File: config.mk
export PLATFORM = sky130hd
export DESIGN_NAME = simd_fp_invalid_denormal_detect
export DESIGN_NICKNAME = d
export VERILOG_FILES = /design/src/rtl/simd_fp_exc_pkg.sv /design/src/rtl/fp_lane_class.sv /design/src/rtl/lane_invalid_check.sv /design/src/rtl/simd_fp_invalid_denormal_detect.sv
export SDC_FILE = /design/constraint.sdc
export NUM_CORES = 1
export LEC_CHECK = 0
export BUFFER_PORTS_ARGS = -buffer_cell sky130_fd_sc_hd__buf_2
export CORE_AREA = 3 3 289 291
export DETAILED_ROUTE_END_ITERATION = 7
export DIE_AREA = 0 0 292 294
export PLACE_DENSITY = 0.58
export SYNTH_ARGS = -nofsm -noshare
export SYNTH_HDL_FRONTEND = slang
export SYNTH_SLANG_ARGS = --single-unit
File: constraint.sdc
create_clock -name mclk -period 2.93 [get_ports mclk]
set_input_delay 0.586 -clock mclk [delete_from_list [all_inputs] [get_ports mclk]]
set_output_delay 0.586 -clock mclk [all_outputs]
set_load 0.02 [all_outputs]
File: src/rtl/simd_fp_exc_pkg.sv
// Shared constants and types for the vector floating-point exception unit
package simd_fp_exc_pkg;

  // ----------------------------------------------------------------
  // Register offsets and field positions
  // ----------------------------------------------------------------
  localparam logic [3:0] VFCS_OFF = 4'h0;
  localparam logic [3:0] OSSUP_OFF = 4'h4;
  localparam logic [3:0] LANEST_OFF = 4'h8;
  localparam int INV_FLAG_BIT = 0;
  localparam int DEN_FLAG_BIT = 1;
  localparam int DAZ_BIT = 6;
  localparam int INV_MASK_BIT = 7;
  localparam int DEN_MASK_BIT = 8;
  localparam int OS_SUP_BIT = 10;
  localparam logic [15:0] VFCS_RST = 16'h0180;
  localparam logic OS_SUP_RST = 1'b0;

  // ----------------------------------------------------------------
  // Defined results
  // ----------------------------------------------------------------
  localparam logic [31:0] SGL_INDEF = 32'hFFC0_0000;
  localparam logic [63:0] DBL_INDEF = 64'hFFF8_0000_0000_0000;
  localparam logic [31:0] INT_INDEF = 32'h8000_0000;
  localparam logic [2:0] COMI_UNORD = 3'h7;
  localparam logic [7:0] SGL_INT_EXP_LIM = 8'h9E;
  localparam logic [10:0] DBL_INT_EXP_LIM = 11'h41E;

  // ----------------------------------------------------------------
  // Operation, predicate and response codes
  // ----------------------------------------------------------------
  typedef enum logic [4:0] {
    OP_ADD = 5'b00000, OP_SUB = 5'b00001, OP_MUL = 5'b00010, OP_DIV = 5'b00011,
    OP_ADDSUB = 5'b00100, OP_HADD = 5'b00101, OP_HSUB = 5'b00110,
    OP_SQRT = 5'b00111, OP_MAX = 5'b01000, OP_MIN = 5'b01001,
    OP_CMP = 5'b01010, OP_COMI = 5'b01011, OP_CVT_NARROW = 5'b01100,
    OP_CVT_WIDEN = 5'b01101, OP_CVT_TO_INT = 5'b01110, OP_CVT_FROM_INT = 5'b01111,
    OP_RCP = 5'b10000, OP_RSQRT = 5'b10001, OP_OTHER = 5'b10010
  } fp_op_t;

  typedef enum logic [2:0] {
    PRED_EQ = 3'b000, PRED_LT = 3'b001, PRED_LE = 3'b010, PRED_UNORD = 3'b011,
    PRED_NEQ = 3'b100, PRED_NLT = 3'b101, PRED_NLE = 3'b110, PRED_ORD = 3'b111
  } cmp_pred_t;

  typedef enum logic [2:0] {
    SUB_NONE = 3'b000, SUB_QNAN_X = 3'b001, SUB_QNAN_Y = 3'b010, SUB_INDEF = 3'b011,
    SUB_SRC2 = 3'b100, SUB_ZEROS = 3'b101, SUB_ONES = 3'b110, SUB_SPECIAL = 3'b111
  } subst_t;

endpackage

File: src/rtl/fp_lane_class.sv
// Classifies one floating-point lane value
`timescale 1ns/10ps
module fp_lane_class import simd_fp_exc_pkg::*; #(
  parameter int EW = 8,
  parameter int MW = 23,
  parameter logic [EW-1:0] LIM = '0
) (
  input wire logic [EW+MW:0] val,
  output logic isNan,
  output logic isSnan,
  output logic isInf,
  output logic isZero,
  output logic isDenorm,
  output logic sign,
  output logic tooBig,
  output logic [EW+MW:0] quietVal
);

  // ----------------------------------------------------------------
  // Field decode
  // ----------------------------------------------------------------
  wire [EW-1:0] ex = val[EW+MW-1:MW];
  wire [MW-1:0] mn = val[MW-1:0];
  wire exMax = &ex;
  wire exMin = ~|ex;

  // Class bits; quiet bit is the top mantissa bit
  assign isNan = exMax & (|mn);
  assign isSnan = isNan & ~mn[MW-1];
  assign isInf = exMax & ~(|mn);
  assign isZero = exMin & ~(|mn);
  assign isDenorm = exMin & (|mn);
  assign sign = val[EW+MW];
  assign quietVal = val | {{(EW+1){1'b0}}, 1'b1, {(MW-1){1'b0}}};
  // Beyond 32-bit integer range, except exactly minus two to the 31
  assign tooBig = (ex >= LIM) & ~(sign & (ex == LIM) & ~(|mn));

endmodule // fp_lane_class

File: src/rtl/lane_invalid_check.sv
// Per-lane invalid and denormal detection with masked response code
`timescale 1ns/10ps
module lane_invalid_check import simd_fp_exc_pkg::*; (
  input wire logic laneOn,
  input wire fp_op_t op,
  input wire cmp_pred_t pred,
  input wire logic effSub,
  input wire logic xNan,
  input wire logic xSnan,
  input wire logic xInf,
  input wire logic xZero,
  input wire logic xDen,
  input wire logic xSign,
  input wire logic yNan,
  input wire logic ySnan,
  input wire logic yInf,
  input wire logic yZero,
  input wire logic yDen,
  input wire logic ySign,
  input wire logic yBig,
  output logic inv,
  output logic den,
  output subst_t kind
);

  // ----------------------------------------------------------------
  // Shared terms
  // ----------------------------------------------------------------
  wire anyNan = xNan | yNan;
  wire anySnan = xSnan | ySnan;
  wire bothInf = xInf & yInf;
  wire addLike = op inside {OP_ADD, OP_SUB, OP_ADDSUB, OP_HADD, OP_HSUB};
  wire qPred = pred inside {PRED_LT, PRED_LE, PRED_NLT, PRED_NLE};
  wire onesPred = pred inside {PRED_UNORD, PRED_NEQ, PRED_NLT, PRED_NLE};
  wire addBad = addLike & bothInf & (xSign ^ ySign ^ effSub);
  wire mulBad = (op == OP_MUL) & ((xInf & yZero) | (xZero & yInf));
  wire divBad = (op == OP_DIV) & (bothInf | (xZero & yZero));

  // Condition and response per operation class
  always_comb begin
    inv = 1'b0;
    den = 1'b0;
    kind = SUB_NONE;
    case (op)
      OP_ADD, OP_SUB, OP_MUL, OP_DIV, OP_ADDSUB, OP_HADD, OP_HSUB: begin
        den = xDen | yDen;
        if (anySnan) begin
          inv = 1'b1;
          kind = xSnan ? SUB_QNAN_X : SUB_QNAN_Y;
        end else if (!anyNan && (addBad || mulBad || divBad)) begin
          inv = 1'b1;
          kind = SUB_INDEF;
        end
      end
      OP_SQRT: begin
        den = yDen;
        if (ySnan) begin
          inv = 1'b1;
          kind = SUB_QNAN_Y;
        end else if (ySign && !yZero && !yNan) begin
          inv = 1'b1;
          kind = SUB_INDEF;
        end
      end
      OP_MAX, OP_MIN: begin
        den = xDen | yDen;
        if (anyNan) begin
          inv = 1'b1;
          kind = SUB_SRC2;
        end
      end
      OP_CMP: begin
        den = xDen | yDen;
        if (anyNan) begin
          inv = anySnan | qPred;
          kind = onesPred ? SUB_ONES : SUB_ZEROS;
        end
      end
      OP_COMI: begin
        den = xDen | yDen;
        if (anyNan) begin
          inv = 1'b1;
          kind = SUB_SPECIAL;
        end
      end
      OP_CVT_NARROW, OP_CVT_WIDEN: begin
        den = yDen;
        if (ySnan) begin
          inv = 1'b1;
          kind = SUB_QNAN_Y;
        end
      end
      OP_CVT_TO_INT: begin
        if (yNan || yInf || yBig) begin
          inv = 1'b1;
          kind = SUB_SPECIAL;
        end
      end
      default: begin
        kind = SUB_NONE;
      end
    endcase
    if (!laneOn) begin
      inv = 1'b0;
      den = 1'b0;
      kind = SUB_NONE;
    end
  end

endmodule // lane_invalid_check

File: src/rtl/simd_fp_invalid_denormal_detect.sv
// Invalid-operation and denormal-operand detection, flags and masked response
//
// Decided for this implementation: the plain strobed port and the register addresses.
`timescale 1ns/10ps
module simd_fp_invalid_denormal_detect import simd_fp_exc_pkg::*; (
  input wire logic mclk,
  input wire logic rst_n,
  input wire logic [3:0] regAddr,
  input wire logic [31:0] regWdata,
  input wire logic regWr,
  input wire logic regRd,
  output logic [31:0] regRdata,
  input wire logic opValid,
  input wire fp_op_t opCode,
  input wire cmp_pred_t opPred,
  input wire logic opDouble,
  input wire logic opPacked,
  input wire logic [127:0] srcA,
  input wire logic [127:0] srcB,
  output logic resValid,
  output logic [3:0] substEn,
  output logic [127:0] substData,
  output logic condValid,
  output logic [2:0] condFlags,
  output logic fwdValid,
  output logic [127:0] fwdSrcA,
  output logic [127:0] fwdSrcB,
  output logic vecFpFault,
  output logic badOpcodeFault
);

  // ----------------------------------------------------------------
  // State
  // ----------------------------------------------------------------
  logic [15:0] vfcs_r;
  logic [15:0] vfcs_nxt;
  logic osSup_r;
  logic osSup_nxt;
  logic [3:0] laneInv_r;
  logic [3:0] laneDen_r;
  logic [31:0] rdData_nxt;
  logic [127:0] subst_nxt;
  logic [3:0] substEn_nxt;

  // ----------------------------------------------------------------
  // Lane operand pairing
  // ----------------------------------------------------------------
  logic [127:0] xVec;
  logic [127:0] yVec;
  wire horiz = (opCode == OP_HADD) | (opCode == OP_HSUB);
  wire effSubAll = (opCode == OP_SUB) | (opCode == OP_HSUB);
  wire [127:0] xHs = {srcB[95:64], srcB[31:0], srcA[95:64], srcA[31:0]};
  wire [127:0] yHs = {srcB[127:96], srcB[63:32], srcA[127:96], srcA[63:32]};
  wire [127:0] xHd = {srcB[63:0], srcA[63:0]};
  wire [127:0] yHd = {srcB[127:64], srcA[127:64]};

  // Horizontal forms pair neighbours of each source into one lane
  assign xVec = !horiz ? srcA : (opDouble ? xHd : xHs);
  assign yVec = !horiz ? srcB : (opDouble ? yHd : yHs);

  // ----------------------------------------------------------------
  // Single-precision lanes
  // ----------------------------------------------------------------
  logic [3:0] sInv;
  logic [3:0] sDen;
  logic [3:0] sSub;
  logic [3:0] sOn;
  subst_t sKind [4];
  logic [31:0] sVal [4];
  logic [63:0] wVal [2];

  for (genvar i = 0; i < 4; i++) begin : g_sgl
    logic xn, xs, xi, xz, xd, xsg, yn, ys, yi, yz, yd, ysg, yb;
    logic [31:0] xq;
    logic [31:0] yq;
    // Widen reads lanes 0 and 1 only; scalar reads lane 0
    assign sOn[i] = opValid & ~opDouble
                  & ((i == 0) | (opPacked & ((opCode != OP_CVT_WIDEN) | (i < 2))));
    fp_lane_class #(.EW(8), .MW(23), .LIM(SGL_INT_EXP_LIM)) u_cx (
      .val(xVec[32*i +: 32]), .isNan(xn), .isSnan(xs), .isInf(xi), .isZero(xz),
      .isDenorm(xd), .sign(xsg), .tooBig(), .quietVal(xq)
    );
    fp_lane_class #(.EW(8), .MW(23), .LIM(SGL_INT_EXP_LIM)) u_cy (
      .val(yVec[32*i +: 32]), .isNan(yn), .isSnan(ys), .isInf(yi), .isZero(yz),
      .isDenorm(yd), .sign(ysg), .tooBig(yb), .quietVal(yq)
    );
    lane_invalid_check u_chk (
      .laneOn(sOn[i]), .op(opCode), .pred(opPred),
      .effSub(effSubAll | ((opCode == OP_ADDSUB) & (i % 2 == 0))),
      .xNan(xn), .xSnan(xs), .xInf(xi), .xZero(xz), .xDen(xd), .xSign(xsg),
      .yNan(yn), .ySnan(ys), .yInf(yi), .yZero(yz), .yDen(yd), .ySign(ysg),
      .yBig(yb), .inv(sInv[i]), .den(sDen[i]), .kind(sKind[i])
    );
    // Masked response value in single format
    assign sSub[i] = (sKind[i] != SUB_NONE) & (opCode != OP_COMI);
    assign sVal[i] = (sKind[i] == SUB_QNAN_X) ? xq :
                     (sKind[i] == SUB_QNAN_Y) ? yq :
                     (sKind[i] == SUB_INDEF) ? SGL_INDEF :
                     (sKind[i] == SUB_SRC2) ? yVec[32*i +: 32] :
                     (sKind[i] == SUB_ONES) ? 32'hFFFF_FFFF :
                     (sKind[i] == SUB_SPECIAL) ? INT_INDEF : 32'h0000_0000;
    if (i < 2) begin : g_wid
      // Quieted single NaN carried into double format
      assign wVal[i] = {yVec[32*i+31], 11'h7FF, 1'b1, yVec[32*i +: 22], 29'h0};
    end
  end

  // ----------------------------------------------------------------
  // Double-precision lanes
  // ----------------------------------------------------------------
  logic [1:0] dInv;
  logic [1:0] dDen;
  logic [1:0] dSub;
  logic [1:0] dOn;
  subst_t dKind [2];
  logic [63:0] dVal [2];
  logic [31:0] nVal [2];

  for (genvar i = 0; i < 2; i++) begin : g_dbl
    logic xn, xs, xi, xz, xd, xsg, yn, ys, yi, yz, yd, ysg, yb;
    logic [63:0] xq;
    logic [63:0] yq;
    assign dOn[i] = opValid & opDouble & ((i == 0) | opPacked);
    fp_lane_class #(.EW(11), .MW(52), .LIM(DBL_INT_EXP_LIM)) u_cx (
      .val(xVec[64*i +: 64]), .isNan(xn), .isSnan(xs), .isInf(xi), .isZero(xz),
      .isDenorm(xd), .sign(xsg), .tooBig(), .quietVal(xq)
    );
    fp_lane_class #(.EW(11), .MW(52), .LIM(DBL_INT_EXP_LIM)) u_cy (
      .val(yVec[64*i +: 64]), .isNan(yn), .isSnan(ys), .isInf(yi), .isZero(yz),
      .isDenorm(yd), .sign(ysg), .tooBig(yb), .quietVal(yq)
    );
    lane_invalid_check u_chk (
      .laneOn(dOn[i]), .op(opCode), .pred(opPred),
      .effSub(effSubAll | ((opCode == OP_ADDSUB) & (i == 0))),
      .xNan(xn), .xSnan(xs), .xInf(xi), .xZero(xz), .xDen(xd), .xSign(xsg),
      .yNan(yn), .ySnan(ys), .yInf(yi), .yZero(yz), .yDen(yd), .ySign(ysg),
      .yBig(yb), .inv(dInv[i]), .den(dDen[i]), .kind(dKind[i])
    );
    // Masked response value in double format
    assign dSub[i] = (dKind[i] != SUB_NONE) & (opCode != OP_COMI);
    assign dVal[i] = (dKind[i] == SUB_QNAN_X) ? xq :
                     (dKind[i] == SUB_QNAN_Y) ? yq :
                     (dKind[i] == SUB_INDEF) ? DBL_INDEF :
                     (dKind[i] == SUB_SRC2) ? yVec[64*i +: 64] :
                     (dKind[i] == SUB_ONES) ? 64'hFFFF_FFFF_FFFF_FFFF :
                     64'h0000_0000_0000_0000;
    // Narrowed quiet NaN or integer indefinite, one word per lane
    assign nVal[i] = (dKind[i] == SUB_SPECIAL) ? INT_INDEF :
                     {yVec[64*i+63], 8'hFF, 1'b1, yVec[64*i+29 +: 22]};
  end

  // ----------------------------------------------------------------
  // Result word assembly
  // ----------------------------------------------------------------
  wire toWord = (opCode == OP_CVT_NARROW) | (opCode == OP_CVT_TO_INT);

  // Place each lane's defined value on the destination words
  always_comb begin
    subst_nxt = '0;
    substEn_nxt = '0;
    for (int k = 0; k < 4; k++) begin
      if (!opDouble && opCode != OP_CVT_WIDEN) begin
        subst_nxt[32*k +: 32] = sVal[k];
        substEn_nxt[k] = sSub[k];
      end else if (!opDouble) begin
        subst_nxt[32*k +: 32] = wVal[k/2][32*(k%2) +: 32];
        substEn_nxt[k] = sSub[k/2];
      end else if (toWord) begin
        if (k < 2) begin
          subst_nxt[32*k +: 32] = nVal[k];
          substEn_nxt[k] = dSub[k];
        end
      end else begin
        subst_nxt[32*k +: 32] = dVal[k/2][32*(k%2) +: 32];
        substEn_nxt[k] = dSub[k/2];
      end
      // Words not replaced carry zero
      if (!substEn_nxt[k]) subst_nxt[32*k +: 32] = 32'h0000_0000;
    end
  end

  // ----------------------------------------------------------------
  // Condition summary and trap decision
  // ----------------------------------------------------------------
  wire invAny = (|sInv) | (|dInv);
  wire denAny = (|sDen) | (|dDen);
  wire invTrap = invAny & ~vfcs_r[INV_MASK_BIT];
  wire denTrap = denAny & ~vfcs_r[DEN_MASK_BIT];
  wire trap = opValid & (invTrap | denTrap);
  wire masked = opValid & ~(invTrap | denTrap);
  wire comiUnord = opDouble ? (dKind[0] == SUB_SPECIAL) : (sKind[0] == SUB_SPECIAL);
  wire [3:0] laneInvNow = opDouble ? {2'b00, dInv} : sInv;
  wire [3:0] laneDenNow = opDouble ? {2'b00, dDen} : sDen;

  // ----------------------------------------------------------------
  // Denormals-as-zero operand forwarding
  // ----------------------------------------------------------------
  wire daz = vfcs_r[DAZ_BIT];
  logic [127:0] dzA;
  logic [127:0] dzB;

  function automatic logic [31:0] dz32(input logic [31:0] v);
    return (v[30:23] == 8'h00) ? {v[31], 31'h0} : v;
  endfunction

  function automatic logic [63:0] dz64(input logic [63:0] v);
    return (v[62:52] == 11'h000) ? {v[63], 63'h0} : v;
  endfunction

  // Zero with the source sign replaces each denormal lane
  always_comb begin
    dzA = srcA;
    dzB = srcB;
    if (daz && opCode != OP_CVT_FROM_INT) begin
      for (int k = 0; k < 4; k++) begin
        if (!opDouble) begin
          dzA[32*k +: 32] = dz32(srcA[32*k +: 32]);
          dzB[32*k +: 32] = dz32(srcB[32*k +: 32]);
        end
      end
      for (int k = 0; k < 2; k++) begin
        if (opDouble) begin
          dzA[64*k +: 64] = dz64(srcA[64*k +: 64]);
          dzB[64*k +: 64] = dz64(srcB[64*k +: 64]);
        end
      end
    end
  end

  // ----------------------------------------------------------------
  // Register port decode
  // ----------------------------------------------------------------
  wire wrVfcs = regWr & (regAddr == VFCS_OFF);
  wire wrOs = regWr & (regAddr == OSSUP_OFF);
  wire [15:0] vfcsWr = wrVfcs ? regWdata[15:0] : vfcs_r;
  wire [15:0] setInv = 16'(opValid & invAny) << INV_FLAG_BIT;
  wire [15:0] setDen = 16'(opValid & denAny) << DEN_FLAG_BIT;

  // Hardware set wins over a software clear in the same cycle
  assign vfcs_nxt = vfcsWr | setInv | setDen;
  assign osSup_nxt = wrOs ? regWdata[OS_SUP_BIT] : osSup_r;
  assign rdData_nxt = (regAddr == VFCS_OFF) ? {16'h0000, vfcs_r} :
                      (regAddr == OSSUP_OFF) ? (32'(osSup_r) << OS_SUP_BIT) :
                      (regAddr == LANEST_OFF) ? {24'h00_0000, laneDen_r, laneInv_r} :
                      32'h0000_0000;

  // Control/status and support bit
  always_ff @(posedge mclk or negedge rst_n) begin
    if (!rst_n) begin
      vfcs_r <= VFCS_RST;
      osSup_r <= OS_SUP_RST;
    end else begin
      vfcs_r <= vfcs_nxt;
      osSup_r <= osSup_nxt;
    end
  end

  // Read data, valid only in the cycle after the strobe
  always_ff @(posedge mclk or negedge rst_n) begin
    if (!rst_n) begin
      regRdata <= 32'h0000_0000;
    end else begin
      regRdata <= regRd ? rdData_nxt : 32'h0000_0000;
    end
  end

  // Per-lane record of the last operation
  always_ff @(posedge mclk or negedge rst_n) begin
    if (!rst_n) begin
      laneInv_r <= 4'h0;
      laneDen_r <= 4'h0;
    end else if (opValid) begin
      laneInv_r <= laneInvNow;
      laneDen_r <= laneDenNow;
    end
  end

  // ----------------------------------------------------------------
  // Response outputs
  // ----------------------------------------------------------------
  // Trap goes to the handler fault only when the system supports it
  always_ff @(posedge mclk or negedge rst_n) begin
    if (!rst_n) begin
      vecFpFault <= 1'b0;
      badOpcodeFault <= 1'b0;
      resValid <= 1'b0;
    end else begin
      vecFpFault <= trap & osSup_r;
      badOpcodeFault <= trap & ~osSup_r;
      resValid <= opValid;
    end
  end

  // Substituted lanes only when nothing traps
  always_ff @(posedge mclk or negedge rst_n) begin
    if (!rst_n) begin
      substEn <= 4'h0;
      substData <= '0;
    end else begin
      substEn <= masked ? substEn_nxt : 4'h0;
      substData <= masked ? subst_nxt : '0;
    end
  end

  // Unordered condition flags for ordered compares
  always_ff @(posedge mclk or negedge rst_n) begin
    if (!rst_n) begin
      condValid <= 1'b0;
      condFlags <= 3'h0;
    end else begin
      condValid <= masked & (opCode == OP_COMI) & comiUnord;
      condFlags <= (masked & (opCode == OP_COMI) & comiUnord) ? COMI_UNORD : 3'h0;
    end
  end

  // Operands to the datapath; held back on a trap
  always_ff @(posedge mclk or negedge rst_n) begin
    if (!rst_n) begin
      fwdValid <= 1'b0;
      fwdSrcA <= '0;
      fwdSrcB <= '0;
    end else begin
      fwdValid <= masked;
      fwdSrcA <= dzA;
      fwdSrcB <= dzB;
    end
  end

endmodule // simd_fp_invalid_denormal_detect

==> impl_metrics.ini, run 1 <==
[run_status]
outcome = finished, violations left
violations = setup timing

[sta]
rsz0062_at_grt = true
maxSlewHeadroom_pct = 25.2
holdWs_ns = 0.123
fin_ws_ns = -0.817
worst_pin_slew_ns = 1.12
finalMaxSlewViolations = 0
post-route-period-util_pct = 128
clock_skew_ns = 0.0388
setup_violations = 139
fmax_mhz = 267
finalHoldViolCount = 0
fin_crit_ns = 3.75

[global_routing]
grt_pass1_wl_um = 234000
grt_pass1_vias = 32900
grtUsageTotal_pct = 37.2
antenna_found_initial = 12
grt-ovfl-total = 0
grt_start_max_net_pins = 65

[synthesis]
synth-seq-area-share_pct = 41.9
synthTopCellsByCount = dfrtp_1 (432), nand2_1 (298), nor2_1 (247), a21oi_1 (246), and2_1 (162)
synth_warnings = 0
syn-instance-count = 2940
synth_top_area_share_pct = 41.7
synth_top_cell_by_area = dfrtp_1
synth_top_cells_by_area = dfrtp_1 (42%), mux2i_1 (5.3%), a21oi_1 (4.7%)
synth-main-ff-cell = dfrtp_1
async_flop_share_pct = 100
yosysUniqueCellTypes = 107
synth_edf_count = 0
netlist_area_mm2 = 0.0260
ys_seq_elements = 434
synth_most_common_cell = dfrtp_1
synth.avg_cell_area_um2 = 8.83

[route]
dr_total_vias = 33300
drtPass1Iterations = 6
viasPerCell = 5.76
drc = 0
ant_nets = 0
drt-initial-drc-count = 3354
wl_per_cell_um = 28.9
routed_wl_um = 167000

[critical_path]
crit_fanout = 19
cp-startpoint = opCode[0]
reg2reg_from = vfcs_r[6]$_DFFE_PN0P_
endpoint = substData[93]$_DFF_PN0_
cp_data_arrival_time_ns = 4.28
reg2reg_depth = 6
regToRegSetupSlack_ns = 0.59
path_class = in2reg
worst_setup_path_start_kind = input port
end_kind = register
worstPathRequired_ns = 3.46
regToRegEndpoint = fwdSrcB[17]$_DFF_PN0_

[job]
maxCapViolCount = 0

[clock_tree]
root_buffer = clkbuf_16
cts_tree = done
clk_pin_slew_ns = 0.06
clk_latency_ns = 0.64
htreeDepth = 2
numCtsBuffers = 52
cts.sinks = 434
cts_buffer_depth = 3

[min_path]
worstHoldPathType = in2reg

[floorplanning]
core_region_area_mm2 = 0.0808
die_h_um = 294
start_util_pct = 32.1
die_x_um = 292
io_pins = 735
rows = 104
dieArea_mm2 = 0.0858

[layout]
area_delta_synth_final_pct = 73.4
seqCellArea_mm2 = 0.0109
layout.cells.non_filler = 5776
finalNetCount = 4969
multi_input_area_mm2 = 0.0168
fillers = 7392
final_layout_size_suffix_gt1_share_pct = 52.2

[power_and_ir_drop]
power-per-cell-area_mw_per_mm2 = 384
vdd_ir_drop_max_mv = 0.385
p_leak_nw = 21.2

[place]
dp.cells = 5513
numPortBuffers = 702
dp.final_hpwl_um = 132000
gp_congestion = 1.04
-- how the worst min path moves through the flow --
stage / from / to / slack (ns) / cells after the start
after floorplan: rst_n / badOpcodeFault$_DFF_PN0_ / 0.29 / 0
after global placement: vfcs_r[13]$_DFFE_PN0P_ / regRdata[13]$_DFF_PN0_ / 0.46 / 1
after detailed placement: laneDen_r[0]$_DFFE_PN0P_ / laneDen_r[0]$_DFFE_PN0P_ / 0.47 / 1
after CTS: srcB[60] / fwdSrcB[60]$_DFF_PN0_ / 0.1 / 1
after global routing: srcB[61] / fwdSrcB[61]$_DFF_PN0_ / 0.11 / 1
final: srcB[60] / fwdSrcB[60]$_DFF_PN0_ / 0.12 / 1
-- power by group --
| group | total, W | switching (W) | internal, W | leakage (nW) |
|---|---|---|---|---|
| combinational | 0.00390 | 0.00234 | 0.00156 | 14.9 |
| clock | 0.00701 | 0.00289 | 0.00413 | 0.900 |
| sequential | 0.00636 | 0.000104 | 0.00626 | 5.42 |
| total | 0.0173 | 0.00533 | 0.0119 | 21.2 |
-- what timing repair did --
item / 4_1_cts / 5_1_grt
endpoints found under the hold margin: 44 / 0
hold buffers: 1 / 0
gates resized for setup: 438 / 171
cloned: 14 / 3
buffers inserted: 106 / 48
setup endpoints to repair: 140 / 140
pin swaps: 135 / 76
-- worst max-delay path: stages --
cell and delay [ns]:
buf_4 0.16, buf_12 0.16, and2_1 0.21, buf_4 0.17, a31oi_1 0.44, nand2_1 0.21, nor2_1 0.25, nand2_1 0.23
or3_1 0.70, buf_4 0.30, a21oi_1 0.33, a211oi_1 0.15, a221oi_4 0.34
-- registers in the layout, indices dropped and copies added (netlist names) --
register and cells:
fwdValid 1, fwdSrcB 128, resValid 1, osSup_r 1, vecFpFault 1, fwdSrcA 128
substEn 4, substData 128, laneDen_r 4, regRdata 16, vfcs_r 16, condFlags 1
laneInv_r 4, badOpcodeFault 1
-- cells by family (layout without fill, tap and decap cells) --
kind of cell	count (synthesis)	in the layout	share of synthesized area, %
buffers and inverters	270	2019	4.51
DFF	434	434	41.9
AOI/OAI and AO/OA	862	862	23.2
muxes	165	165	6.50
and+or+nand+nor	1197	1199	23.5
xor gates and xnor gates	11	11	0.429
other	1	26	0.0144
-- routing by layer --
| metal | share of wire [%] | track usage (%) |
|---|---|---|
| met5 | 0.0066 | 0 |
| met4 | 7.4 | 22.3 |
| met3 | 8.8 | 7.28 |
| met2 | 47 | 62.0 |
| met1 | 37 | 44.6 |
-- cells in the final DEF, fill, tap and decap left out, types with 45 or more instances in the layout --
cell and count:
buf_4 1014, buf_2 691, dfrtp_1 432, nand2_1 290
nor2_1 233, a21oi_1 207, and2_1 159, mux2i_1 126
nor2b_1 93, buf_6 90, o21ai_0 74, buf_12 70
clkbuf_16 57, nor3_1 52, a21o_1 48, a211oi_2 46
nor4_1 45
-- final cells by class --
| type | count | share of cell area (%) |
|---|---|---|
| Multi-Input combinational cell | 2253 | 37.4 |
| Timing Repair Buffer | 1893 | 31.1 |
| Sequential cell | 434 | 24.1 |
| Clock buffer | 71 | 3.32 |
| Tap cell | 1060 | 2.95 |
| Clock inverter | 27 | 0.765 |
| Inverter | 28 | 0.239 |
| Antenna cell | 10 | 0.0556 |
-- metrics by stage --
stage               util [%]  setup TNS (ns)  power [W]  instance area, um^2  setup WS (ns)
floorplan                  -         -103.06    0.00774                26500         -0.826
global placement        47.9         -266.92    0.00994                38700          -1.94
detailed placement      47.9         -259.17    0.00996                38700          -1.81
CTS                     54.2          -84.55     0.0172                43800         -0.702
global route            55.7         -111.09     0.0177                45000         -0.911
finish                  55.7          -97.76     0.0173                45000         -0.817
Power figures use the tool's default switching activity.
==> run 2: changes to the inputs <==
- CTS_BUF_LIST: default -> sky130_fd_sc_hd__clkbuf_16
==> impl_metrics.ini, run 2 (synthesis gave the netlist of run 1 again) <==
[place]
dp.cells = 5513
numPortBuffers = 702
dp.final_hpwl_um = 132000
preCtsSetupSlack_ns = -1.81
gp_congestion = 1.04

[run_status]
violations = setup timing
outcome = finished, violations left

[job]
maxCapViolCount = 0

[power_and_ir_drop]
clkPwrFrac_pct = 39.6
power-per-cell-area_mw_per_mm2 = 378
power_w = 0.0170
power.internal_w = 0.0116
pwr-share-seq_pct = 37.5
p_sw_share_pct = 31.3
combPwrFrac_pct = 22.9
p_leak_nw = 21.1
switchingPower_w = 0.00531
vdd_ir_drop_max_mv = 0.479

[floorplanning]
io_pins = 735
die_x_um = 292
die_h_um = 294
rows = 104
core_region_area_mm2 = 0.0808
start_util_pct = 32.1
dieArea_mm2 = 0.0858

[sta]
maxSlewHeadroom_pct = 24.2
post-route-period-util_pct = 128
finalHoldViolCount = 0
setup_violations = 138
clock_skew_ns = 0.0405
fmax_mhz = 267
fin_ws_ns = -0.812
fin_tns_setup_ns = -96.90
finalMaxSlewViolations = 0
rsz0062_at_grt = true
fin_crit_ns = 3.74
worst_pin_slew_ns = 1.13

[layout]
final_layout_size_suffix_gt1_share_pct = 52.1
largestRegisters = fwdSrcA (128), fwdSrcB (128), substData (128)
fillers = 7366
layout.cells.non_filler = 5757
finalNetCount = 4950
layout_commonest_cell = buf_4
final_cell_mix = buf_4 (996), buf_2 (693), dfrtp_1 (432), nand2_1 (291), nor2_1 (230)
area_delta_synth_final_pct = 72.6

[min_path]
worstHoldPathType = in2reg
hold_start = srcB[60]
hold_end = fwdSrcB[60]$_DFF_PN0_
whs_path_depth = 1

[critical_path]
worst_setup_path_start_kind = input port
crit_slowest_cell = nor4_1
end_kind = register
reg2reg_depth = 6
cp-startpoint = srcB[45]
reg2reg_from = vfcs_r[6]$_DFFE_PN0P_
cp_cell_sequence = buf_2 -> nor4_1 -> and2_1 -> nand4_1 -> buf_4 -> and2_4 -> nor2_4 -> nand4b_1 -> and3_4 -> a311oi_2 -> buf_4 -> a311o_1 -> nand4_1 -> buf_12 -> buf_12 -> buf_8 -> a211oi_2
crit_fanout = 6
timing.critical_path.buf_inv = 6
worstPathRequired_ns = 3.47
slowest_delay_ns = 0.43
cp_data_arrival_time_ns = 4.28
regToRegEndpoint = fwdSrcB[17]$_DFF_PN0_
cp_top_family = simple AND/OR/NAND/NOR gates
regToRegSetupSlack_ns = 0.57
path_class = in2reg

[route]
routed_wl_um = 167000
drtPass1Iterations = 6
ant_nets = 0
drc = 0
viasPerCell = 5.76
dr_total_vias = 33100
drt-initial-drc-count = 3553
wl_per_cell_um = 29.0

[global_routing]
grt-ovfl-total = 0
grt_pass1_wl_um = 233000
antenna_found_initial = 13
grt_pass1_vias = 32500
grtUsageTotal_pct = 37.0
grt_start_max_net_pins = 65

[clock_tree]
htreeDepth = 2
numCtsBuffers = 52
root_buffer = clkbuf_16
cts_tree = done
clk_latency_ns = 0.64
cts.sinks = 434
cts_buffer_depth = 3
clk_pin_slew_ns = 0.06
## run 2: worst max path at each step
| stage | cells past startpoint | endpoint |
|---|---|---|
| after global routing | 18 | substData[105]$_DFF_PN0_ |
| after floorplan | 13 | substData[0]$_DFF_PN0_ |
| after CTS | 18 | substData[113]$_DFF_PN0_ |
| final | 17 | substData[104]$_DFF_PN0_ |
| after global placement | 16 | substData[51]$_DFF_PN0_ |
| after detailed placement | 17 | substData[51]$_DFF_PN0_ |
## run 2: what timing repair did
item	4_1_cts	5_1_grt
gates cloned	9	9
resized for setup	377	229
pin swaps	112	93
hold buffers	1	0
endpoints found under the setup margin	140	140
endpoints found under the hold margin	44	0
setup buffers	74	57
## run 2: power groups by stage
stage / Clock [W] / Sequential, W / Combinational (W)
6_report: 0.00671 / 0.00636 / 0.00389
5_1_grt: 0.00701 / 0.00638 / 0.00403
4_1_cts: 0.00680 / 0.00636 / 0.00369
3_5_place_dp: 0 / 0.00646 / 0.00350
3_3_place_gp: 0 / 0.00646 / 0.00349
2_1_floorplan: 0 / 0.00671 / 0.00104
## run 2: area by class of cell
cell class | count | area (um^2) | area share [%]
antenna | 10 | 25.0 | 0.0559
clock buffer | 53 | 1330 | 2.96
clock inverter | 45 | 412 | 0.919
inverter | 28 | 113 | 0.251
multi-input combinational | 2251 | 16800 | 37.5
sequential | 434 | 10900 | 24.3
tap | 1060 | 1330 | 2.96
timing repair buffer | 1876 | 13900 | 31.1
## run 2: per-stage QoR
stage	hold slack [ns]	cell area (um^2)	util [%]
6_report	0.125	44800	55.4
5_1_grt	0.109	44800	55.4
4_1_cts	0.0995	43100	53.3
3_5_place_dp	0.472	38700	47.9
3_3_place_gp	0.455	38700	47.9
2_1_floorplan	0.290	26500	-
## run 2: metal layers
metal | track usage, % | share of wire [%] | vias up
met5 | 0 | 0.011 | -
met4 | 21.5 | 7.0 | 4
met3 | 6.88 | 8.6 | 503
met2 | 61.8 | 47 | 1999
met1 | 44.9 | 37 | 16400
li1 | - | - | 14200
